File: src/design/host_port_pkg.sv
// Shared constants, timing counts and types for the host port
package host_port_pkg;
  localparam int unsigned CLK_PERIOD_PS = 20000;
  localparam int unsigned MASTER_PERIOD_PS = 12860;
  // Ready high time on a read is 4.5 master periods plus 10 ns
  localparam int unsigned RDY_RD_HIGH_PS = (9 * MASTER_PERIOD_PS) / 2 + 10000;
  // Ready high time on a write is 1.5 master periods plus 10 ns
  localparam int unsigned RDY_WR_HIGH_PS = (3 * MASTER_PERIOD_PS) / 2 + 10000;
  localparam int unsigned RDY_RD_CYC = (RDY_RD_HIGH_PS + CLK_PERIOD_PS - 1) / CLK_PERIOD_PS;
  localparam int unsigned RDY_WR_CYC = (RDY_WR_HIGH_PS + CLK_PERIOD_PS - 1) / CLK_PERIOD_PS;
  localparam int unsigned CNT_W = 3;

  localparam int unsigned AD_W = 8;
  localparam int unsigned BITCNT_W = 5;
  localparam logic [BITCNT_W-1:0] SER_HDR_LAST = 5'h07;
  localparam logic [BITCNT_W-1:0] SER_FRAME_LAST = 5'h0f;
  localparam logic [BITCNT_W-1:0] SER_FRAME_LEN = 5'h10;
  localparam logic [BITCNT_W-1:0] SER_OUT_RISE_FIRST = 5'h08;
  localparam logic [BITCNT_W-1:0] SER_OUT_FALL_FIRST = 5'h09;

  // Packing of the synchronised pin vector
  localparam int unsigned PIN_W = 14;
  localparam int unsigned PIN_MODE = 13;
  localparam int unsigned PIN_CS = 12;
  localparam int unsigned PIN_RW = 11;
  localparam int unsigned PIN_AD_LSB = 3;
  localparam int unsigned PIN_SCLK = 2;
  localparam int unsigned PIN_SDI = 1;
  localparam int unsigned PIN_EDGE = 0;
  // Chip select idles high, everything else low
  localparam logic [PIN_W-1:0] PIN_RST = 14'h1000;

  typedef struct packed {
    logic [AD_W-1:0] addr;
    logic [AD_W-1:0] wdata;
    logic wr;
    logic rd;
  } reg_req_t;

  typedef enum {P_IDLE, P_FETCH, P_HIGH, P_LOW} par_state_t;
endpackage

File: src/design/host_port.sv
// Host port: Motorola-style parallel mode and serial mode front end
//
// Behaviour
// - Ready high times are counted from the master clock period of 12.86 ns, converted to local clock cycles.
// - On a parallel read, valid data is driven on the shared bus within six local clock cycles of select, not 3.5 master periods plus 10 ns.
// - The shared bus is released once chip select rises at the end of a parallel read.
// - Ready is driven when chip select falls and released after chip select rises on every parallel access.
// - On a parallel read ready stays high at least 4.5 master periods plus 10 ns, and the host waits for it to fall.
// - Parallel write data is captured at the rising edge of chip select while the host holds it steady.
// - With the edge select low, serial read bits change on the rising serial clock edge.
// - With the edge select high, serial read bits change on the falling serial clock edge.
// - During a serial write the data input is sampled on each rising serial clock edge.
// - The serial data output is released once chip select rises at the end of a serial read.
`timescale 1ns/1ps
module host_port (
  input wire logic clk,
  input wire logic nrst,
  input wire logic serial_mode,
  input wire logic cs_n,
  input wire logic rw,
  input wire logic [host_port_pkg::AD_W-1:0] ad_in,
  output logic [host_port_pkg::AD_W-1:0] ad_out,
  output logic ad_oe_n,
  output logic rdy_out,
  output logic rdy_oe_n,
  input wire logic sclk,
  input wire logic serial_data_in,
  output logic serial_data_out,
  output logic sdo_oe_n,
  input wire logic output_edge_select,
  output host_port_pkg::reg_req_t reg_req,
  input wire logic [host_port_pkg::AD_W-1:0] rdata
);
  import host_port_pkg::*;

  logic [PIN_W-1:0] pins;
  logic cs_prev_reg;
  logic sclk_prev_reg;
  logic mode_s;
  logic cs_s;
  logic rw_s;
  logic [AD_W-1:0] ad_s;
  logic sclk_s;
  logic sdi_s;
  logic edge_s;
  logic cs_fall;
  logic cs_rise;
  logic sclk_rise;
  logic sclk_fall;
  logic ser_active;

  par_state_t par_state_reg;
  logic par_read_reg;
  logic [CNT_W-1:0] rdy_cnt_reg;
  logic par_take;
  logic par_end;

  logic [BITCNT_W-1:0] bitcnt_reg;
  logic [AD_W-2:0] sin_reg;
  logic ser_write_reg;
  logic ser_read_reg;
  logic load_pending_reg;
  logic [AD_W-1:0] sdo_sh_reg;
  logic hdr_done;
  logic wr_done;
  logic out_shift;

  pin_sync3 #(
    .W(PIN_W),
    .RST_VAL(PIN_RST)
  ) u_sync (
    .clk(clk),
    .nrst(nrst),
    .d({serial_mode, cs_n, rw, ad_in, sclk, serial_data_in, output_edge_select}),
    .q(pins)
  );

  assign mode_s = pins[PIN_MODE];
  assign cs_s = pins[PIN_CS];
  assign rw_s = pins[PIN_RW];
  assign ad_s = pins[PIN_AD_LSB +: AD_W];
  assign sclk_s = pins[PIN_SCLK];
  assign sdi_s = pins[PIN_SDI];
  assign edge_s = pins[PIN_EDGE];

  always_ff @(posedge clk or negedge nrst)
  begin
    if (!nrst)
    begin
      cs_prev_reg <= 1'b1;
      sclk_prev_reg <= 1'b0;
    end
    else
    begin
      cs_prev_reg <= cs_s;
      sclk_prev_reg <= sclk_s;
    end
  end

  assign cs_fall = cs_prev_reg & ~cs_s;
  assign cs_rise = ~cs_prev_reg & cs_s;
  assign ser_active = mode_s & ~cs_s;
  assign sclk_rise = ser_active & ~sclk_prev_reg & sclk_s;
  assign sclk_fall = ser_active & sclk_prev_reg & ~sclk_s;

  assign par_take = cs_fall & ~mode_s & (par_state_reg == P_IDLE);
  assign par_end = cs_rise & (par_state_reg != P_IDLE);

  // Parallel access sequencer: bus drive and ready handshake
  always_ff @(posedge clk or negedge nrst)
  begin
    if (!nrst)
    begin
      par_state_reg <= P_IDLE;
      par_read_reg <= 1'b0;
      rdy_cnt_reg <= '0;
      ad_out <= '0;
      ad_oe_n <= 1'b1;
      rdy_out <= 1'b0;
      rdy_oe_n <= 1'b1;
    end
    else if (par_end)
    begin
      // Chip select rise ends any access, even one cut short
      par_state_reg <= P_IDLE;
      ad_oe_n <= 1'b1;
      rdy_out <= 1'b0;
      rdy_oe_n <= 1'b1;
    end
    else
    begin
      case (par_state_reg)
        P_IDLE:
        begin
          if (par_take)
          begin
            par_read_reg <= rw_s;
            rdy_out <= 1'b0;
            rdy_oe_n <= 1'b0;
            par_state_reg <= P_FETCH;
          end
        end
        P_FETCH:
        begin
          // Read data is sampled one cycle after the address is presented
          if (par_read_reg)
          begin
            ad_out <= rdata;
            ad_oe_n <= 1'b0;
            rdy_cnt_reg <= CNT_W'(RDY_RD_CYC - 1);
          end
          else
          begin
            rdy_cnt_reg <= CNT_W'(RDY_WR_CYC - 1);
          end
          rdy_out <= 1'b1;
          par_state_reg <= P_HIGH;
        end
        P_HIGH:
        begin
          if (rdy_cnt_reg == '0)
          begin
            rdy_out <= 1'b0;
            par_state_reg <= P_LOW;
          end
          else
          begin
            rdy_cnt_reg <= rdy_cnt_reg - 1'b1;
          end
        end
        P_LOW:
        begin
          par_state_reg <= P_LOW;
        end
        default:
        begin
          par_state_reg <= P_IDLE;
        end
      endcase
    end
  end

  // Serial frame: one direction bit (high reads), seven address bits, eight data bits
  assign hdr_done = sclk_rise & (bitcnt_reg == SER_HDR_LAST);
  assign wr_done = sclk_rise & ser_write_reg & (bitcnt_reg == SER_FRAME_LAST);
  assign out_shift = ser_read_reg & ~load_pending_reg &
    ((~edge_s & sclk_rise & (bitcnt_reg >= SER_OUT_RISE_FIRST) & (bitcnt_reg < SER_FRAME_LAST)) |
     (edge_s & sclk_fall & (bitcnt_reg >= SER_OUT_FALL_FIRST)));

  always_ff @(posedge clk or negedge nrst)
  begin
    if (!nrst)
    begin
      bitcnt_reg <= '0;
      sin_reg <= '0;
      ser_write_reg <= 1'b0;
      ser_read_reg <= 1'b0;
    end
    else if (cs_fall)
    begin
      bitcnt_reg <= '0;
      ser_write_reg <= 1'b0;
      ser_read_reg <= 1'b0;
    end
    else if (sclk_rise)
    begin
      sin_reg <= {sin_reg[AD_W-3:0], sdi_s};
      // Extra clocks past the frame are ignored
      if (bitcnt_reg != SER_FRAME_LEN)
        bitcnt_reg <= bitcnt_reg + 1'b1;
      if (hdr_done)
      begin
        ser_read_reg <= sin_reg[AD_W-2];
        ser_write_reg <= ~sin_reg[AD_W-2];
      end
    end
  end

  // Serial output shifter
  always_ff @(posedge clk or negedge nrst)
  begin
    if (!nrst)
    begin
      load_pending_reg <= 1'b0;
      sdo_sh_reg <= '0;
      serial_data_out <= 1'b0;
      sdo_oe_n <= 1'b1;
    end
    else if (cs_rise)
    begin
      load_pending_reg <= 1'b0;
      sdo_oe_n <= 1'b1;
    end
    else if (hdr_done & sin_reg[AD_W-2])
    begin
      load_pending_reg <= 1'b1;
    end
    else if (load_pending_reg)
    begin
      // First bit goes out early; the slow serial clock leaves ample margin
      load_pending_reg <= 1'b0;
      sdo_sh_reg <= rdata;
      serial_data_out <= rdata[AD_W-1];
      sdo_oe_n <= 1'b0;
    end
    else if (out_shift)
    begin
      sdo_sh_reg <= {sdo_sh_reg[AD_W-2:0], 1'b0};
      serial_data_out <= sdo_sh_reg[AD_W-2];
    end
  end

  // Register-side strobes; rdata must follow addr combinationally
  always_ff @(posedge clk or negedge nrst)
  begin
    if (!nrst)
    begin
      reg_req <= '0;
    end
    else
    begin
      reg_req.rd <= 1'b0;
      reg_req.wr <= 1'b0;
      if (par_take)
      begin
        reg_req.addr <= ad_s;
        reg_req.rd <= rw_s;
      end
      else if (par_end & ~par_read_reg)
      begin
        reg_req.wdata <= ad_s;
        reg_req.wr <= 1'b1;
      end
      else if (hdr_done)
      begin
        reg_req.addr <= {1'b0, sin_reg[AD_W-3:0], sdi_s};
        reg_req.rd <= sin_reg[AD_W-2];
      end
      else if (wr_done)
      begin
        reg_req.wdata <= {sin_reg, sdi_s};
        reg_req.wr <= 1'b1;
      end
    end
  end
endmodule // host_port

File: src/design/pin_sync3.sv
// Three-stage pin synchroniser that accepts a level once stages two and three agree
`timescale 1ns/1ps
module pin_sync3 #(
  parameter int unsigned W = 1,
  parameter logic [W-1:0] RST_VAL = '0
) (
  input wire logic clk,
  input wire logic nrst,
  input wire logic [W-1:0] d,
  output logic [W-1:0] q
);
  logic [W-1:0] s1_reg;
  logic [W-1:0] s2_reg;
  logic [W-1:0] s3_reg;

  always_ff @(posedge clk or negedge nrst)
  begin
    if (!nrst)
    begin
      s1_reg <= RST_VAL;
      s2_reg <= RST_VAL;
      s3_reg <= RST_VAL;
    end
    else
    begin
      s1_reg <= d;
      s2_reg <= s1_reg;
      s3_reg <= s2_reg;
    end
  end

  // Per bit: follow stage three only where stages two and three agree
  always_ff @(posedge clk or negedge nrst)
  begin
    if (!nrst)
      q <= RST_VAL;
    else
      q <= (~(s2_reg ^ s3_reg) & s3_reg) | ((s2_reg ^ s3_reg) & q);
  end
endmodule // pin_sync3

File: config.mk
export PLATFORM = sky130hd
export DESIGN_NAME = host_port
export DESIGN_NICKNAME = d
export VERILOG_FILES = /design/src/design/host_port_pkg.sv /design/src/design/host_port.sv /design/src/design/pin_sync3.sv
export SDC_FILE = /design/constraint.sdc
export NUM_CORES = 1
export LEC_CHECK = 0
export BUFFER_PORTS_ARGS = -buffer_cell sky130_fd_sc_hd__buf_2
export CORE_AREA = 5 5 108 110
export CTS_CLUSTER_SIZE = 24
export DETAILED_ROUTE_END_ITERATION = 7
export DIE_AREA = 0 0 113 115
export PLACE_DENSITY_LB_ADDON = 0.15
export SLEW_MARGIN = 20
export SYNTH_ARGS = -nofsm -noshare
export SYNTH_HDL_FRONTEND = slang
export SYNTH_SLANG_ARGS = --single-unit
File: constraint.sdc
create_clock -name clk -period 6 [get_ports clk]
set_input_delay 0.6 -clock clk [delete_from_list [all_inputs] [get_ports clk]]
set_output_delay 0.6 -clock clk [all_outputs]
set_load 0.03 [all_outputs]
==> results of run 1 <==
[metrics by stage]
| stage | std cells | power [mW] | hold WS [ps] | worst slack [ps] | util |
|---|---|---|---|---|---|
| 2_1_floorplan | 323 | 1.42 | 304 | 3950 | - |
| 5_1_grt | 545 | 2.69 | 139 | 3220 | 0.513 |
| 6_report | 545 | 2.54 | 104 | 3460 | 0.513 |
| 3_5_place_dp | 513 | 1.60 | 335 | 3460 | 0.459 |
| 4_1_cts | 545 | 2.58 | 110 | 3460 | 0.513 |
| 3_3_place_gp | 513 | 1.59 | 332 | 3570 | 0.459 |
[cell families (layout without fill, tap and decap cells)]
group           count (synthesis)  after routing  synth area share
simple gates                   63             63            0.0728
flops                         117            117             0.660
buf+inv                        25            107            0.0278
fa+ha+maj                      24             24            0.0596
compound gates                 55             55            0.0790
xor+xnor                        2              2           0.00393
mux                            37             37            0.0972
[power breakdown]
part	total [mW]	internal (mW)	switching, mW
Clock	0.960	0.593	0.366
Sequential	1.03	0.933	0.0926
Combinational	0.554	0.202	0.353
Total	2.54	1.73	0.811
[metal layers]
layer / share of wire / wire length [µm]
met5: 0 / 0
met1: 0.45 / 3650
met3: 0.050 / 402
met4: 0.020 / 162
met2: 0.48 / 3820
[layout by cell type, fill, tap and decap left out, types with 2 or more instances in the layout]
cell type,Yosys,final
sky130_fd_sc_hd__nand3_1,2,2
sky130_fd_sc_hd__dfstp_2,8,8
sky130_fd_sc_hd__a22oi_1,9,9
sky130_fd_sc_hd__dfrtp_1,109,109
sky130_fd_sc_hd__clkinvlp_4,0,6
sky130_fd_sc_hd__a21oi_1,8,8
sky130_fd_sc_hd__bufinv_16,0,2
sky130_fd_sc_hd__o21ai_0,24,24
sky130_fd_sc_hd__ha_1,10,10
sky130_fd_sc_hd__buf_2,2,53
sky130_fd_sc_hd__and3_2,2,2
sky130_fd_sc_hd__maj3_1,14,14
sky130_fd_sc_hd__buf_4,0,3
sky130_fd_sc_hd__clkinv_4,0,2
sky130_fd_sc_hd__nand2_1,22,22
sky130_fd_sc_hd__a22o_1,3,3
sky130_fd_sc_hd__and2b_2,2,2
sky130_fd_sc_hd__nand2b_1,6,6
sky130_fd_sc_hd__nor3_1,2,2
sky130_fd_sc_hd__nand4_1,2,2
sky130_fd_sc_hd__mux2_4,7,7
sky130_fd_sc_hd__clkbuf_16,0,16
sky130_fd_sc_hd__mux2_2,22,22
sky130_fd_sc_hd__inv_6,0,3
sky130_fd_sc_hd__inv_1,19,19
sky130_fd_sc_hd__and4bb_2,3,3
sky130_fd_sc_hd__mux2i_1,8,8
sky130_fd_sc_hd__nor2_1,16,16
[worst max-delay path, cell delays in order (launching register included)]
cell	delay, ps
sky130_fd_sc_hd__dfrtp_1	450
sky130_fd_sc_hd__ha_1	270
sky130_fd_sc_hd__and4bb_2	260
sky130_fd_sc_hd__and2_1	210
sky130_fd_sc_hd__nor2_1	670
sky130_fd_sc_hd__o21a_1	420
sky130_fd_sc_hd__o21ai_0	140
[path summary, 6_finish.rpt]
kind	start	end	slack, ps	depth (start not counted)
setup / recovery	bitcnt_reg[0]	reg_req[9]	3460	6
hold / removal	nrst	rdy_cnt_reg[1]	100	1
setup reg to reg	bitcnt_reg[0]	reg_req[9]	3460	6
hold reg to reg	u_sync.s1_reg[9]	u_sync.s2_reg[9]	350	0
max in group asynchronous	nrst	asynchronous set/reset pin	4620	2
min in group clk	ad_in[4]	u_sync.s1_reg[7]	190	1
[final cells by class]
| class | instances | area share |
|---|---|---|
| repair buffers | 56 | 0.0529 |
| flip-flops and latches | 117 | 0.540 |
| clock buffers | 18 | 0.0768 |
| multi-input cells | 181 | 0.257 |
| inverters | 19 | 0.0131 |
| clock inverters | 14 | 0.0283 |
| well taps | 140 | 0.0322 |
==> qor.yml, run 1 <==
status:
  run_status: "finished clean"
route:
  remaining_drc_errors: 0
  drt_iter0_drc: 92
  route.detailed.vias_per_inst: 4.79
  antenna_violating_nets_post_route: 0
  post_drt_wl_per_cell_um: 14.7
  detail_route.first_pass.iterations: 4
  wirelength_mm: 8.03
  num_vias: 2610
timing:
  fin_setup_tns_ps: 0
  fmax_mhz: 393
  final.min_clock_period_ps: 2540
  setup_violations: 0
  final.period_utilization: 0.424
  finalClockSkew_ps: 11.7
  total_count_of_hold_check_failures_in_the_final_report: 0
  timing_worst_slew_pin_value_ps: 851
  timing.slew.headroom: 0.433
  grt_setup_unrepaired: "false"
  drv_slew: 0
critical_path:
  worst-endpoint-arrival_ps: 2920
  worst_ep_required_time_ps: 6370
  cp-start-kind: "flip-flop"
  criticalPathCategory: "flip-flop to flip-flop"
  worst-path-max-fanout: 16
  setup.worst_path.end_class: "flip-flop"
floorplan:
  core.rowCount: 38
  die_h_um: 115
  io-pin-count: 55
  starting_density: 0.420
  dieWidth_um: 113
  dieArea_um2: 13000
  design.core.area_um2: 10600
final_layout:
  reg_area_um2: 2940
  nets: 426
  antenna_cells: 0
  multiInputGateArea_um2: 1400
  fin_area_um2: 5440
  drive_gt1_frac: 0.333
  synthToLayoutAreaGrowth_pct: 22.2
  fillerInstances: 929
job:
  maxCapViolCount: 0
power:
  power.density_nw_per_um2: 467
  power.ir.vdd_worst_uv: 259
  pleak_nw: 2.52
clocking:
  holdBufCountCts: 0
  cts_tree: "built"
  cts_resized: 0
  worst_path_clk_slew_ps: 60
  cts_max_path_buffers: 2
  htree_levels: 4
  clock-sinks: 117
  insertion_delay_of_the_later_clocked_pin_in_the_worst_skew_pair_ps: 510
  cts_buffers: 17
  root_buffer: "sky130_fd_sc_hd__clkbuf_8"
  cts_post_setup_buffers_inserted: 0
yosys:
  synthesis.area_um2: 4450
  synth_seq_area_share: 0.660
  post_synth_num_cell_types: 44
  synthTopCellsByCount: "sky130_fd_sc_hd__dfrtp_1, sky130_fd_sc_hd__o21ai_0, sky130_fd_sc_hd__mux2_2, sky130_fd_sc_hd__nand2_1, sky130_fd_sc_hd__inv_1"
  post-synth-top-area-fraction: 0.613
  syn_nets: 357
  post_synth.cell_area_avg_um2: 13.8
  yosysTopAreaCell: "sky130_fd_sc_hd__dfrtp_1"
  number_of_enable_type_register_cells_in_the_synthesized_netlist: 0
  synth.yosys.warnings: 0
  synthMostInstantiatedCell: "sky130_fd_sc_hd__dfrtp_1"
  synth.top_cells.by_area: "sky130_fd_sc_hd__dfrtp_1, sky130_fd_sc_hd__mux2_2, sky130_fd_sc_hd__dfstp_2"
  synth_cells: 323
  asyncSetResetFlopFracSynth: 1.00
  synth_top_flop_cell: "sky130_fd_sc_hd__dfrtp_1"
  yosys_register_bits: 117
global_route:
  use_met3: 0.0442
  global_route.overflow_total: 0
  met2_track_usage_gr: 0.216
  pin_count_of_the_biggest_net_entering_global_routing: 70
  gr-max-usage-layer: "met2"
  grt_first_pass_wirelength_mm: 13.8
  total_global_route_track_usage: 0.137
  antenna_found_initial: 0
  vias_in_the_first_global_route: 2809
  grtUsageMet1: 0.171
place:
  dp_hpwl_mm: 5.41
  placed_cell_area_um2: 4870
  placement.io_buffers: 54
  routabilityCongestion: 0.783
min_path:
  hold_class: "primary input to asynchronous set/reset pin"
Note: power is estimated with default switching activity, not from simulation.
==> run 2, diff against run 1 <==
clock period = 2.59 ns   (was 6 ns; I/O delays follow)
==> qor.yml, run 2 (synthesis results as in run 1) <==
clocking:
  cts_tree: "built"
  cts_resized: 0  # unchanged
  insertion_delay_of_the_later_clocked_pin_in_the_worst_skew_pair_ps: 510  # about the same
  cts_buffers: 17  # unchanged
  clock-sinks: 117  # unchanged
  cts_max_path_buffers: 2  # unchanged
  holdBufCountCts: 23  # +23
  cts_post_setup_buffers_inserted: 0  # unchanged
  htree_levels: 4  # unchanged
  worst_path_clk_slew_ps: 50  # about the same
  root_buffer: "sky130_fd_sc_hd__clkbuf_8"
floorplan:
  die_h_um: 115  # unchanged
  io-pin-count: 55  # unchanged
  core.rowCount: 38  # unchanged
  starting_density: 0.420  # unchanged
  design.core.area_um2: 10600  # unchanged
  dieArea_um2: 13000  # unchanged
  dieWidth_um: 113  # unchanged
route:
  antenna_violating_nets_post_route: 0  # unchanged
  drt_iter0_drc: 71  # -23%
  wirelength_mm: 8.14  # +1.3%
  remaining_drc_errors: 0  # unchanged
  detail_route.first_pass.iterations: 4  # unchanged
  route.detailed.vias_per_inst: 4.79  # about the same
  num_vias: 2739  # +4.9%
  post_drt_wl_per_cell_um: 14.2  # -3.5%
timing:
  drv_slew: 0  # unchanged
  grt_setup_unrepaired: "false"
  final.period_utilization: 0.859  # +0.435
  finalClockSkew_ps: 4.50  # -7.23 ps
  timing_worst_slew_pin_value_ps: 567  # -284 ps
  total_count_of_hold_check_failures_in_the_final_report: 0  # unchanged
  hold_ws_ps: 286  # +181 ps
  fin_setup_tns_ps: 0  # unchanged
  final.min_clock_period_ps: 2220  # -319 ps
  timing.slew.headroom: 0.622  # +0.189
  fmax_mhz: 450  # +14%
  setup_violations: 0  # unchanged
critical_path:
  critical_path_cell_list: "inv_1, ha_1, or4_1, a21oi_1, o21ai_1, a31o_1, mux2_4"
  critical-path-max-stage-delay_ps: 460  # -210 ps
  worst_path_max_delay_cell: "sky130_fd_sc_hd__or4_1"
  cp-start-kind: "flip-flop"
  reg2reg_setup_slack_ps: 370  # -3090 ps
  worst-endpoint-arrival_ps: 2610  # -310 ps
  criticalPathCategory: "flip-flop to flip-flop"
  timing.critical_path.max_delay_family: "compound AO/OA/AOI/OAI gates"
  worst_ep_required_time_ps: 2980  # -3390 ps
  worst-path-max-fanout: 7  # -9
  crit_buf_inv: 1  # +1
  ff2ff_path_depth: 7  # +1
  setup.worst_path.end_class: "flip-flop"
  timing.rr.end: "serial_data_out"
  r2r-start: "bitcnt_reg[1]"
final_layout:
  nets: 453  # +6.3%
  antenna_cells: 0  # unchanged
  post-route-util: 0.532  # +0.0188
  final_cell_mix: "sky130_fd_sc_hd__dfrtp_1, sky130_fd_sc_hd__buf_2, sky130_fd_sc_hd__o21ai_0"
  synthToLayoutAreaGrowth_pct: 26.6
  commonest_non_fill_non_tap_cell_in_the_layout: "sky130_fd_sc_hd__dfrtp_1"
  fillerInstances: 933  # +0.43%
  drive_gt1_frac: 0.308  # -0.0255
power:
  pleak_nw: 2.63  # +4.4%
  fin_total_pwr_mw: 5.65  # +120%
  power.density_nw_per_um2: 1000  # +110%
  power.ir.vdd_worst_uv: 484  # +87%
place:
  dp_hpwl_mm: 5.43  # +0.54%
  placement.io_buffers: 54  # unchanged
  routabilityCongestion: 0.795  # +1.5%
global_route:
  antenna_found_initial: 0  # unchanged
  pin_count_of_the_biggest_net_entering_global_routing: 48  # -31%
  grt_first_pass_wirelength_mm: 13.9  # +0.10%
  total_global_route_track_usage: 0.138  # +0.00101
  global_route.overflow_total: 0  # unchanged
  vias_in_the_first_global_route: 2841  # +1.1%
status:
  run_status: "finished clean"
job:
  maxCapViolCount: 0  # unchanged
min_path:
  hold_class: "primary input to asynchronous set/reset pin"
==> run 2: changes by cell type in the layout (fill, tap and decap cells not counted), sizes merged <==
cell         delta
buf             +4
bufinv          -2
clkbuf          +8
clkinv          +3
clkinvlp        -6
dlygate4sd3    +23
inv             -3
==> run 2: layout make-up <==
cell class,instances,area [µm²],share of cell area
multi-input cells,181,1400,0.248
clock inverters,6,30.0,0.00533
inverters,19,71.3,0.0126
well taps,140,175,0.0311
clock buffers,26,468,0.0830
repair buffers,83,561,0.0994
flip-flops and latches,117,2940,0.521
==> run 2: report_power, final <==
part | internal, mW | switching (mW)
sequential | 2.16 | 0.206
combinational | 0.499 | 0.827
clock | 1.21 | 0.738
==> run 2: metal layers <==
layer | global-route usage | up-vias | share of wire
met3 | 0.0458 | 19 | 0.047
met2 | 0.209 | 58 | 0.47
met1 | 0.179 | 1347 | 0.46
met5 | 0 | - | 0
met4 | 0.0681 | 0 | 0.025
li1 | - | 1315 | -
==> run 2: metrics by stage <==
stage	area, µm²	setup slack, ps	cells
4_1_cts	5640	364	572
6_report	5640	366	572
3_3_place_gp	4910	412	517
5_1_grt	5640	247	572
2_1_floorplan	4450	540	323
3_5_place_dp	4910	376	517
==> run 2: worst max path at each step <==
stage	to	slack [ps]	startpoint	depth (start not counted)
after floorplan	sdo_sh_reg[1]	540	bitcnt_reg[0]	7
after global placement	serial_data_out	410	bitcnt_reg[0]	6
after detailed placement	sdo_sh_reg[1]	380	bitcnt_reg[0]	6
after CTS	serial_data_out	360	bitcnt_reg[0]	6
after global routing	serial_data_out	250	bitcnt_reg[0]	6
final	serial_data_out	370	bitcnt_reg[1]	7
==> run 3, diff against run 2 <==
CORE_AREA = 5 5 83 143   (was 5 5 108 110)
DIE_AREA = 0 0 88 148   (was 0 0 113 115)
==> qor.yml, run 3 (synthesis results as in run 1) <==
status:
  run_status: "finished clean"
critical_path:
  r2r-start: "bitcnt_reg[1]"
  cp-start-kind: "flip-flop"
  setup.worst_path.end_class: "flip-flop"
  timing.rr.end: "serial_data_out"
  ff2ff_path_depth: 7  # unchanged
  criticalPathCategory: "flip-flop to flip-flop"
  timing.critical_path.from: "bitcnt_reg[1]"
  reg2reg_setup_slack_ps: 350  # -20 ps
  worst_ep_required_time_ps: 2870  # -110 ps
  worst-endpoint-arrival_ps: 2530  # -80 ps
  worst-path-max-fanout: 7  # unchanged
timing:
  final.period_utilization: 0.867  # +0.00802
  hold_ws_ps: 104  # -181 ps
  drv_slew: 0  # unchanged
  total_count_of_hold_check_failures_in_the_final_report: 0  # unchanged
  timing_worst_slew_pin_value_ps: 551  # -15.9 ps
  finalClockSkew_ps: 9.56  # +5.06 ps
  final.min_clock_period_ps: 2240  # +20.8 ps
  fmax_mhz: 446  # -0.93%
  final_critical_path_setup_slack_ps: 346  # -20.8 ps
  setup_violations: 0  # unchanged
  timing.slew.headroom: 0.632  # +0.00987
  fin_setup_tns_ps: 0  # unchanged
  grt_setup_unrepaired: "false"
final_layout:
  drive_gt1_frac: 0.328  # +0.0200
  commonest_non_fill_non_tap_cell_in_the_layout: "sky130_fd_sc_hd__dfrtp_1"
  final_cell_mix: "sky130_fd_sc_hd__dfrtp_1, sky130_fd_sc_hd__buf_2, sky130_fd_sc_hd__o21ai_0"
  fin_cells: 554  # -3.1%
  post-route-util: 0.531  # -0.000619
  antenna_cells: 0  # unchanged
  synthToLayoutAreaGrowth_pct: 26.1
  nets: 445  # -1.8%
  fin_area_um2: 5620  # -0.40%
clocking:
  cts_buffers: 17  # unchanged
  cts_max_path_buffers: 2  # unchanged
  cts_tree: "built"
  cts_resized: 0  # unchanged
  root_buffer: "sky130_fd_sc_hd__clkbuf_16"
  insertion_delay_of_the_later_clocked_pin_in_the_worst_skew_pair_ps: 410  # -100 ps
  clock-sinks: 117  # unchanged
  worst_path_clk_slew_ps: 50  # about the same
  htree_levels: 4  # unchanged
power:
  power.density_nw_per_um2: 1050  # +4.6%
  fin_total_pwr_mw: 5.88  # +4.2%
  pleak_nw: 2.62  # -0.36%
  power.ir.vdd_worst_uv: 707  # +46%
min_path:
  worstHoldPathCells: 2
  worst_hold_startpoint: "rdata[4]"
  min_to: "ad_out[4]"
  hold_class: "primary input to flip-flop"
global_route:
  global_route.overflow_total: 0  # unchanged
  total_global_route_track_usage: 0.145  # +0.00702
  vias_in_the_first_global_route: 2903  # +2.2%
  antenna_found_initial: 0  # unchanged
  pin_count_of_the_biggest_net_entering_global_routing: 60  # +25%
  grt_first_pass_wirelength_mm: 14.0  # +1.0%
floorplan:
  dieWidth_um: 88  # -22%
  core.rowCount: 50  # +32%
  die_h_um: 148  # +29%
  starting_density: 0.421  # +0.00119
  dieArea_um2: 13000  # +0.22%
  io-pin-count: 55  # unchanged
  design.core.area_um2: 10600  # -0.28%
route:
  drt_iter0_drc: 101  # +42%
  num_vias: 2717  # -0.80%
  post_drt_wl_per_cell_um: 15.1  # +6.0%
  route.detailed.vias_per_inst: 4.90  # +2.4%
  detail_route.first_pass.iterations: 4  # unchanged
  antenna_violating_nets_post_route: 0  # unchanged
  wirelength_mm: 8.35  # +2.7%
  remaining_drc_errors: 0  # unchanged
place:
  dp_hpwl_mm: 5.86  # +7.8%
  placed_cell_area_um2: 4900  # -0.25%
  routabilityCongestion: 0.770  # -3.1%
  setup_slack_placement_ps: 384  # +8.40 ps
  place.detailed.instances: 507  # -1.9%
  placement.io_buffers: 54  # unchanged
job:
  maxCapViolCount: 0  # unchanged
## run 3: changes by cell type in the layout (fill, tap and decap cells not counted)
cell / delta
sky130_fd_sc_hd__clkbuf_8: -2
sky130_fd_sc_hd__clkbuf_16: +1
sky130_fd_sc_hd__bufinv_16: +1
sky130_fd_sc_hd__clkbuf_1: -6
sky130_fd_sc_hd__clkinv_4: +5
sky130_fd_sc_hd__dlygate4sd3_1: -8
sky130_fd_sc_hd__clkinv_2: -4
sky130_fd_sc_hd__clkinvlp_4: +2
sky130_fd_sc_hd__inv_6: +3
## run 3: area by class of cell
type                    instances  area (µm²)
clock buffers                  19         443
well taps                     130         163
clock inverters                13         125
multi-input cells             181        1400
flip-flops and latches        117        2940
inverters                      19        71.3
fillers                       920        4960
repair buffers                 75         480
## run 3: how the worst max path moves through the flow
stage                            to  slack (ps)  cells after the start
finish              serial_data_out         350                      7
global route          sdo_sh_reg[4]         240                      7
CTS                 serial_data_out         360                      7
detailed placement    sdo_sh_reg[6]         380                      6
global placement      sdo_sh_reg[1]         420                      6
floorplan             sdo_sh_reg[1]         540                      7
## run 3: worst max-delay path, stage by stage, from the launching register on
cell and delay (ps):
sky130_fd_sc_hd__dfrtp_1 410, sky130_fd_sc_hd__inv_1 100, sky130_fd_sc_hd__ha_1 180, sky130_fd_sc_hd__or4_1 470
sky130_fd_sc_hd__a21oi_1 150, sky130_fd_sc_hd__o21ai_1 90, sky130_fd_sc_hd__a31o_1 360, sky130_fd_sc_hd__mux2_4 350
## run 3: timing repair
item	in CTS	in global routing
hold buffers	15	0
endpoints found under the hold margin	43	0
buffers inserted	0	0
## run 3: where the power goes
group	internal [mW]	switching, mW	leakage [nW]
Combinational	0.494	0.831	0.916
Sequential	2.16	0.215	1.43
Clock	1.35	0.827	0.274
## run 3: routing by layer
metal	track usage	wire length (µm)
met5	0	0
met4	0.0707	234
met3	0.0468	409
met2	0.242	4430
met1	0.163	3280
